--- config.mk ---
export PLATFORM = sky130hd
export DESIGN_NAME = ebh_arbiter
export DESIGN_NICKNAME = d
export VERILOG_FILES = /design/src/ebh_pkg.sv /design/src/ebh_sync.sv /design/src/ebh_arbiter.sv
export SDC_FILE = /design/constraint.sdc
export NUM_CORES = 1
export LEC_CHECK = 0
export BUFFER_PORTS_ARGS = -buffer_cell sky130_fd_sc_hd__buf_2
export CAP_MARGIN = 25
export CORE_AREA = 4 4 41 43
export DETAILED_ROUTE_END_ITERATION = 8
export DIE_AREA = 0 0 45 47
export SYNTH_ARGS = -nofsm -noshare
export SYNTH_HDL_FRONTEND = slang
export SYNTH_HIERARCHICAL = 1
export SYNTH_SLANG_ARGS = --single-unit
--- constraint.sdc ---
create_clock -name ref_clk -period 2.5 [get_ports ref_clk]
set_input_delay 0.25 -clock ref_clk [delete_from_list [all_inputs] [get_ports ref_clk]]
set_output_delay 0.25 -clock ref_clk [all_outputs]
set_load 0.005 [all_outputs]
--- src/ebh_pkg.sv ---
// Notes on behaviour
// With the request active and no external access running, the next cycle floats the bus and strobes, asserts grant and halts execution.
// In run-until-external mode the core keeps running after the grant and stalls only when it needs an external access.
// A request that arrives during an external access is granted in the cycle after that access completes.
// The grant may fall inside an instruction, between the first and second of two external accesses.
// When the request is withdrawn, grant is released, the drivers come back and execution resumes where it stopped.
// Requests are honoured at all times, including during boot loading and while reset is held.
// While stalled with the bus given away, grant-hang is asserted whenever the core needs the external bus.
// Once the bus is released, grant and grant-hang are deasserted and then the pending external access is made.
// An outside master asserts bus request and leaves the bus alone until grant is asserted.
// The outside master returns the bus by withdrawing its request, promptly when it sees grant-hang.
// With emulator enable high, the emulator reset, request and grant pins replace the normal ones and the normal grant floats.
// The bus request input is passed through a two-stage synchroniser before arbitration acts on it.
`default_nettype none
package ebh_pkg;

   // -----------------------------------------------------------------
   // Arbiter states
   // -----------------------------------------------------------------
   typedef enum logic [1:0]
   {
      EBH_OWN     = 2'b00,
      EBH_GRANTED = 2'b01,
      EBH_RETURN  = 2'b10
   } ebh_state_t;

   // Core-side view of the external bus.
   typedef struct packed
   {
      logic access_busy;
      logic access_need;
      logic access_last;
   } ebh_core_t;

   localparam int SYNC_STAGES = 2;
   localparam logic RESET_STALL = 1'b0;
   localparam logic RESET_GRANT = 1'b0;

endpackage
`default_nettype wire

--- src/ebh_sync.sv ---
`timescale 1ns/1ns
`default_nettype none

module ebh_sync
#(
   parameter int    STAGES = 2,
   parameter logic  INIT   = 1'b1
)
(
   input  wire logic ref_clk,
   input  wire logic rst_n,
   input  wire logic din,
   output logic      dout
);

   // A single flop gives metastability no time to settle, so it is refused.
   if (STAGES < 2)
   begin : g_bad_stages
      $error("ebh_sync needs at least two stages.");
   end

   logic [STAGES-1:0] chain_q;

   // -----------------------------------------------------------------
   // Synchroniser chain
   // -----------------------------------------------------------------
   // Only the next stage reads each flop, so metastability settles away from logic.
   always_ff @(posedge ref_clk)
   begin
      if (!rst_n)
      begin
         chain_q <= {STAGES{INIT}};
      end
      else
      begin
         chain_q <= {chain_q[STAGES-2:0], din};
      end
   end

   assign dout = chain_q[STAGES-1];

endmodule

`default_nettype wire

--- src/ebh_arbiter.sv ---
`timescale 1ns/1ns
`default_nettype none

module ebh_arbiter
(
   input  wire logic          ref_clk,
   input  wire logic          rst_n,
   input  wire logic          ext_bus_request_n,
   input  wire logic          emulator_enable,
   input  wire logic          emu_bus_request_n,
   input  wire logic          emu_reset_in_n,
   input  wire logic          run_until_external,
   input  wire ebh_pkg::ebh_core_t core_bus,
   output logic              bus_grant_n,
   output logic              bus_grant_oe,
   output logic              emu_bus_grant_n,
   output logic              grant_hang_n,
   output logic              bus_drive_en,
   output logic              core_stall,
   output logic              core_reset_n
);

   // -----------------------------------------------------------------
   // Request synchronisers
   // -----------------------------------------------------------------
   logic req_norm_n;
   logic req_emu_n;
   logic req_act;

   ebh_sync #(.STAGES(ebh_pkg::SYNC_STAGES), .INIT(1'b1)) u_sync_norm
   (
      .ref_clk (ref_clk),
      .rst_n   (1'b1),
      .din     (ext_bus_request_n),
      .dout    (req_norm_n)
   );

   ebh_sync #(.STAGES(ebh_pkg::SYNC_STAGES), .INIT(1'b1)) u_sync_emu
   (
      .ref_clk (ref_clk),
      .rst_n   (1'b1),
      .din     (emu_bus_request_n),
      .dout    (req_emu_n)
   );

   // Emulator enable selects which request pin counts.
   assign req_act = emulator_enable ? !req_emu_n : !req_norm_n;

   // Reset seen by the core comes from the emulator pin in emulation.
   assign core_reset_n = emulator_enable ? emu_reset_in_n : rst_n;

   // -----------------------------------------------------------------
   // Arbitration state
   // -----------------------------------------------------------------
   // Reset only holds the arbiter in EBH_OWN while no request is active, so it keeps
   // granting while rst_n, which also drives the core reset outside emulation, is held.
   ebh_pkg::ebh_state_t state_q;
   logic                stall_q;
   logic                hang_q;

   always_ff @(posedge ref_clk)
   begin
      if (!rst_n && state_q == ebh_pkg::EBH_OWN && !req_act)
      begin
         state_q <= ebh_pkg::EBH_OWN;
      end
      else
      begin
         case (state_q)
            ebh_pkg::EBH_OWN:
            begin
               // Grant only between accesses; a busy access defers it until its last cycle.
               if (req_act && (!core_bus.access_busy || core_bus.access_last))
               begin
                  state_q <= ebh_pkg::EBH_GRANTED;
               end
            end
            ebh_pkg::EBH_GRANTED:
            begin
               if (!req_act)
               begin
                  state_q <= ebh_pkg::EBH_RETURN;
               end
            end
            ebh_pkg::EBH_RETURN:
            begin
               state_q <= ebh_pkg::EBH_OWN;
            end
            default:
            begin
               state_q <= ebh_pkg::EBH_OWN;
            end
         endcase
      end
   end

   // Core stall: halt on grant, or only at an external access in run-until-external.
   always_ff @(posedge ref_clk)
   begin
      if (state_q == ebh_pkg::EBH_GRANTED && req_act)
      begin
         stall_q <= !run_until_external || core_bus.access_need;
      end
      else
      begin
         stall_q <= ebh_pkg::RESET_STALL;
      end
   end

   // Grant-hang while the core waits on the bus it gave away.
   always_ff @(posedge ref_clk)
   begin
      hang_q <= state_q == ebh_pkg::EBH_GRANTED && req_act && core_bus.access_need;
   end

   // -----------------------------------------------------------------
   // Pin drive
   // -----------------------------------------------------------------
   logic granted;
   assign granted        = state_q == ebh_pkg::EBH_GRANTED;
   assign bus_drive_en   = !granted;
   assign bus_grant_n    = !(granted && !emulator_enable);
   assign bus_grant_oe   = !emulator_enable;
   assign emu_bus_grant_n = !(granted && emulator_enable);
   assign grant_hang_n   = !hang_q;
   assign core_stall     = stall_q || (granted && !run_until_external);
endmodule

`default_nettype wire

==> flow_summary.toml, run 1 <==
[clock_network]
postCtsSetupRepairBufs = 0
clockBufferDepth = 2
cts_buffers = 3
cts_sinks = 8
cts_resized = 0
cts.reportedPaths.clkPinSlew_ns = 0.05
cts_hold_buffers = 0
htree_levels = 1
clk_latency_ns = 0.25
cts_tree = "done"
cts-root-buf = "clkbuf_4"

[synthesis]
synth-seq-cells = 8
synth_top_family_by_area = "simple AND/OR/NAND/NOR gates"
ys_top_cells_by_count = "8 x dfxtp_1, 4 x nand2b_1, 3 x inv_1"
synthCells = 29
synth_xor_area_share_pct = 0
synth_area_leaders = "dfxtp_1 54%, nand2b_1 8.4%, mux2_4 5.1%"
synth_ff_type = "dfxtp_1"
synth.top_cell.area_share_pct = 54.0
synth_top_area_cell = "dfxtp_1"
synthArstFlopShare_pct = 0
synth_edf_count = 0
synth_area_um2 = 297
yosysSeqAreaShare_pct = 54.0
synthAdderAreaFrac_pct = 0
synth-simple-area-share_pct = 21.9
yosysMostFrequentCell = "dfxtp_1"
synthMuxAreaShare_pct = 12.2
synth_compound_area_share_pct = 6.75
avgSynthCellArea_um2 = 10.2
synth_warnings = 6
synth_cell_types = 15

[critical_path]
path_class = "reg -> out"
crit_path_start_kind = "flop"
worstPathArrival_ns = 1.14
required_ns = 2.25
endpoint_kind = "primary output"
cp_max_fo = 4

[timing]
period_share_pct = 55.7
rsz0062_at_grt = "false"
hold_violations = 0
fin_skew_ns = 0.00258
fin_tns_setup_ns = 0
fmax_ghz = 0.718
fin_crit_ns = 1.39
setup_viol = 0
report.final.slew_viol_count = 0
whs_ns = 0.177

[routing]
wl_met1_um = 196
wl_met3_um = 77
antenna_left = 0
wl_met2_um = 251
first_pass_iters = 4
routed_wirelength_um = 524
drc = 0
wl_per_cell_um = 7.94
viasPerCell = 3.77
maxUsedRoutingLayer = "met3"
num_vias = 249
dr.first_iter.drc_count = 3

[pwr]
leakage_nw = 0.208
power_density_nw_per_um2 = 594
ir_worst_vdd_v = 0.000286

[final_layout]
final_nets = 63
diodes = 0
final_cells = 66
drive_gt1_share_pct = 43.1
area_growth_pct = 44.7

[placement]
gp_congestion = 0.574
portBuffers = 16
placedCellCount = 63

[global_route]
grt_pass1_wl_um = 869
grt_start_max_net_pins = 6
grt-ovfl-total = 0
grt_pass1_vias = 223
track_usage_pct = 6.42
antenna_found_initial = 0

[floorplanning]
core_area_um2 = 1300
die_w_um = 45
die-area_um2 = 2120
initial_core_util_pct = 22.8
die-height_um = 47
rows = 13
ioPinCount = 17

[outcome]
status = "completed"

[flow_run]
maxCapViolations = 0

[worst_hold_path]
holdCritPathClass = "in -> reg"
==> placed cells by master, fill, tap and decap left out, drive strengths merged <==
master   n
buf     16
dfxtp    8
nand2b   4
conb     4
inv      3
clkbuf   3
nand2    2
nor2     2
mux2     2
and2b    1
mux2i    1
and3     1
o21bai   1
nor2b    1
nor3     1
a211oi   1
==> critical path: stages (launching register included) <==
cell      delay [ns]
dfxtp_1         0.31
and2b_1         0.25
inv_1           0.09
o21bai_1        0.12
buf_2           0.12
==> path summary, 6_finish.rpt <==
kind,startpoint,end,slack (ns),cells after the start
setup reg to reg,state_q[1],stall_q,1.57,3
hold reg to reg,u_sync_emu/chain_q[0],u_sync_emu/chain_q[1],0.40,1
setup / recovery,state_q[1],core_stall,1.11,4
hold / removal,core_bus[2],state_q[0],0.18,2
==> registers in the layout, summed over array words and instances (netlist names) <==
name and flops:
state_q 2, u_sync_emu/chain_q 2, u_sync_norm/chain_q 2, hang_q 1, stall_q 1
==> per-stage QoR <==
step           instance area [um2]  utilization [%]  total power [W]  setup WS, ns
2_1_floorplan                  308                -         0.000149          1.51
3_3_place_gp                   407             31.3         0.000163          1.35
3_5_place_dp                   407             31.3         0.000163          1.37
4_1_cts                        429             33.0         0.000263          1.08
5_1_grt                        429             33.0         0.000280         0.994
6_report                       429             33.0         0.000255          1.11
==> cell type report <==
class	instances	area, um2
Inverter	3	11.3
Clock buffer	3	22.5
Tap cell	15	18.8
Fill cell	156	872
Sequential cell	8	160
Multi-Input combinational cell	21	136
Timing Repair Buffer	16	80.1
==> where the power goes <==
group | switching [W] | total (W) | internal, W | leakage, nW
Combinational | 0.0000108 | 0.0000258 | 0.0000150 | 0.128
Sequential | 0.00000166 | 0.000134 | 0.000132 | 0.0657
Clock | 0.0000400 | 0.0000947 | 0.0000547 | 0.0138
Total | 0.0000525 | 0.000255 | 0.000202 | 0.208
==> routing by layer <==
layer | global-route usage [%] | vias up
met3 | 7.66 | 0
met5 | 0 | -
met4 | 3.51 | 0
li1 | - | 132
met2 | 9.32 | 10
met1 | 5.06 | 107
==> cells by family (layout without fill, tap and decap cells) <==
family	after synthesis	count (layout)
simple gates	12	12
buf+inv	3	22
flops	8	8
mux	3	3
other cells	1	4
compound gates	2	2
No activity file was read; power rests on OpenSTA's default activity.
==> inputs of run 2 (changes only) <==
clock period = 1.3 ns   (was 2.5 ns; I/O delays follow)
==> run 2 against run 1 <==
Count of clock-buffer cells in the layout unchanged. Sequential share of layout area decreased by 0.11 points. First-iteration DRC count unchanged. Non-clock buffer count unchanged. Via count decreased by 1.2%. Largest power group unchanged.
==> flow_summary.toml, run 2 (synthesis results as in run 1) <==
[timing]
fin_crit_ns = 1.21
period_share_pct = 92.9
fmax_ghz = 0.828
fin_tns_setup_ns = 0
report.final.slew_viol_count = 0
setup_viol = 0
fin_skew_ns = 0.00478
rsz0062_at_grt = "false"
hold_violations = 0
timing.final.ws_setup_ns = 0.0923

[global_route]
grt_pass1_wl_um = 821
track_usage_pct = 5.79
grt_start_max_net_pins = 6
antenna_found_initial = 0
grt-ovfl-total = 0
grt_pass1_vias = 210

[floorplanning]
die_w_um = 45
die-area_um2 = 2120
die-height_um = 47
ioPinCount = 17
rows = 13
core_area_um2 = 1300
initial_core_util_pct = 22.8

[routing]
wl_met3_um = 62
viasPerCell = 3.73
first_pass_iters = 2
drc = 0
dr.first_iter.drc_count = 3
wl_met1_um = 190
antenna_left = 0
num_vias = 246
wl_met2_um = 252
wl_per_cell_um = 7.65
routed_wirelength_um = 505
maxUsedRoutingLayer = "met3"

[pwr]
leakage_nw = 0.207
power_w = 0.000493
power_density_nw_per_um2 = 1150
ir_worst_vdd_v = 0.000625

[critical_path]
worstPathArrival_ns = 1.08
r2r_cells = 3
path_class = "reg -> out"
endpoint_kind = "primary output"
cp_max_fo = 4
required_ns = 1.17
path_buf_inv = 2
path_cells = "and2b_2 > inv_2 > o21bai_1 > buf_2"
crit_path_start_kind = "flop"
critical_path_depth = 4
slowest_stage = "dfxtp_1"
critPathTopFamily = "flip-flops"
critPathMaxStageDelay_ns = 0.33

[final_layout]
diodes = 0
stdcell_area_um2 = 430
area_growth_pct = 45.1
fin_util_pct = 33.1
final_common_cell = "buf_2"
drive_gt1_share_pct = 47.1
final_cell_mix = "16 x buf_2, 8 x dfxtp_1, 4 x nand2b_1, 4 x conb_1, 3 x clkbuf_4"
final_nets = 63
top_regs = "state_q x2, u_sync_emu/chain_q x2, u_sync_norm/chain_q x2"
fillCellCount = 150

[outcome]
status = "completed"

[clock_network]
clockBufferDepth = 2
cts_hold_buffers = 0
postCtsSetupRepairBufs = 0
cts-root-buf = "clkbuf_4"
cts_resized = 0
cts_buffers = 3
cts.reportedPaths.clkPinSlew_ns = 0.06
htree_levels = 1
cts_sinks = 8
cts_tree = "done"
clk_latency_ns = 0.25

[placement]
gp_congestion = 0.598
hpwl_um = 449
portBuffers = 16
pre_cts_slack_ns = 0.320
placed_cell_area_um2 = 407

[worst_hold_path]
whs_path_depth = 2
holdCritPathClass = "in -> reg"

[flow_run]
maxCapViolations = 0
-- run 2: metal layers --
layer / track usage, % / vias up
met3: 4.60 / 0
met2: 8.19 / 10
li1: - / 133
met1: 5.98 / 103
met4: 3.51 / 0
met5: 0 / -
-- run 2: worst paths after layout --
| path | startpoint | endpoint | slack (ns) |
|---|---|---|---|
| min | core_bus[2] | state_q[0] | 0.06 |
| max | state_q[1] | core_stall | 0.09 |
| max reg2reg | state_q[1] | stall_q | 0.41 |
| min reg2reg | u_sync_emu/chain_q[0] | u_sync_emu/chain_q[1] | 0.41 |
-- run 2: per-stage QoR --
stage               hold WS (ns)  std cells
finish                    0.0603         66
global route              0.0548         66
CTS                       0.0528         66
detailed placement         0.313         63
global placement           0.312         63
floorplan                  0.217         32
-- run 2: cell type report --
type / count / area (um2) / share of cell area (%)
clock buffers: 3 / 22.5 / 5.23
flip-flops and latches: 8 / 160 / 37.2
multi-input cells: 21 / 138 / 32.0
repair buffers: 16 / 80.1 / 18.6
inverters: 3 / 11.3 / 2.62
well taps: 15 / 18.8 / 4.36
-- run 2: power breakdown --
| group | switching, W | total [W] | internal [W] | leakage, nW |
|---|---|---|---|---|
| Clock | 0.0000799 | 0.000185 | 0.000105 | 0.0138 |
| Sequential | 0.00000311 | 0.000258 | 0.000255 | 0.0657 |
| Combinational | 0.0000210 | 0.0000503 | 0.0000293 | 0.128 |
-- run 2: worst reg2reg max path: cells and delay by family, from the launching register on --
family / cells / cell delay (ns)
buffers and inverters: 1 / 0.05
DFF: 1 / 0.31
and+or+nand+nor: 2 / 0.44
==> inputs of run 3 (changes only) <==
CORE_AREA = 2 2 39 41   (was 4 4 41 43)
DIE_AREA = 0 0 41 43   (was 0 0 45 47)
RECOVER_POWER = 25   (was default)
==> run 3 against run 2 <==
Critical path depth stayed put. Via count is 3.3% lower. Utilization is 1.9 points lower. Global-route usage is 0.96 points higher. Sequential power hardly changed. Clock skew is 0.0034 ns lower. Sequential share of layout area is 0.11 points lower. Fmax is 0.44% higher. Non-clock buffer count stayed put. Count of clock-buffer cells in the layout stayed put. Die area is 17% lower.
==> flow_summary.toml, run 3 (synthesis results as in run 1) <==
[global_route]
grt_use_met1_pct = 9.42
track_usage_pct = 6.75
gr-usage-met2_pct = 8.13
grt_pass1_vias = 199
use_met3_pct = 3.14
grt_start_max_net_pins = 6
grt_pass1_wl_um = 786
busiest_layer = "met1"
grt-ovfl-total = 0
antenna_found_initial = 0

[routing]
dr.first_iter.drc_count = 0
viasPerCell = 3.55
routed_wirelength_um = 471
wl_per_cell_um = 7.03
num_vias = 238
first_pass_iters = 1
antenna_left = 0
drc = 0

[pwr]
power_density_nw_per_um2 = 1130
leakage_nw = 0.207
ir_worst_vdd_v = 0.000541

[final_layout]
top_regs = "state_q x2, u_sync_emu/chain_q x2, u_sync_norm/chain_q x2"
final_nets = 63
fillCellCount = 149
stdcell_area_um2 = 432
diodes = 0
drive_gt1_share_pct = 47.1
final_common_cell = "buf_2"
area_growth_pct = 45.6
final_cell_mix = "16 x buf_2, 8 x dfxtp_1, 4 x nand2b_1, 4 x conb_1, 3 x clkbuf_4"

[clock_network]
cts_hold_buffers = 0
clk_latency_ns = 0.24
cts-root-buf = "clkbuf_4"
clockBufferDepth = 2
cts_tree = "done"
htree_levels = 1
cts_buffers = 3
cts_sinks = 8
cts.reportedPaths.clkPinSlew_ns = 0.05

[critical_path]
required_ns = 1.17
critPathTopFamily = "flip-flops"
slowest_stage = "dfxtp_1"
path_class = "reg -> out"
endpoint_kind = "primary output"
worstPathArrival_ns = 1.07
cp_max_fo = 4
critical_path_depth = 4
r2r_cells = 3
crit_path_start_kind = "flop"
path_buf_inv = 2
path_cells = "and2b_2 > inv_2 > o21bai_1 > buf_2"
critPathMaxStageDelay_ns = 0.31

[timing]
report.final.slew_viol_count = 0
period_share_pct = 92.5
fin_skew_ns = 0.00136
fmax_ghz = 0.832
fin_tns_setup_ns = 0
rsz0062_at_grt = "false"
setup_viol = 0
hold_violations = 0
fin_crit_ns = 1.20

[floorplanning]
initial_core_util_pct = 21.4
die-height_um = 43
die_w_um = 41
core_area_um2 = 1380
die-area_um2 = 1760
ioPinCount = 17
rows = 14

[placement]
gp_congestion = 0.648
portBuffers = 16
placed_cell_area_um2 = 408

[worst_hold_path]
whs_path_depth = 2
holdCritPathClass = "in -> reg"

[outcome]
status = "completed"

[flow_run]
maxCapViolations = 0
## run 3: worst reg2reg max path: stages (launching register included)
cell and delay [ns]:
dfxtp_1 0.31, and2b_2 0.24, inv_2 0.05, nor3_1 0.18
## run 3: report_power, final
group / internal (W) / total [W] / switching, W
logic: 0.0000294 / 0.0000506 / 0.0000213
registers: 0.000255 / 0.000258 / 0.00000296
clock network: 0.000105 / 0.000180 / 0.0000746
## run 3: metrics by stage
step	setup slack, ns	cells	total power (W)	util, %	hold WS [ns]
floorplan	0.429	32	0.000287	-	0.217
global placement	0.331	64	0.000313	29.5	0.310
detailed placement	0.310	64	0.000314	29.5	0.315
CTS	0.0319	67	0.000499	31.1	0.0563
global route	0.00954	67	0.000520	31.2	0.0586
finish	0.0976	67	0.000488	31.2	0.0621
## run 3: final cells by class
| class | count | area, um2 | share of cell area, % |
|---|---|---|---|
| Sequential cell | 8 | 160 | 37.1 |
| Inverter | 3 | 11.3 | 2.61 |
| Tap cell | 16 | 20.0 | 4.64 |
| Timing Repair Buffer | 16 | 80.1 | 18.6 |
| Clock buffer | 3 | 22.5 | 5.22 |
| Multi-Input combinational cell | 21 | 138 | 31.9 |
## run 3: layer usage
layer | part of all wire [%] | routed length (um)
met1 | 49 | 232
met3 | 13 | 59
met5 | 0 | 0
met4 | 0 | 0
met2 | 38 | 179
## run 3: path summary, 6_finish.rpt
kind                               from  slack, ns               endpoint
setup / recovery             state_q[1]        0.1             core_stall
hold / removal        emu_bus_request_n       0.06  u_sync_emu/chain_q[0]
setup reg to reg             state_q[1]       0.45                stall_q
hold reg to reg   u_sync_emu/chain_q[0]       0.40  u_sync_emu/chain_q[1]
## run 3: timing repair
action	4_1_cts	5_1_grt
gates resized for setup	0	2
buffers inserted	0	0
setup endpoints to repair	0	1
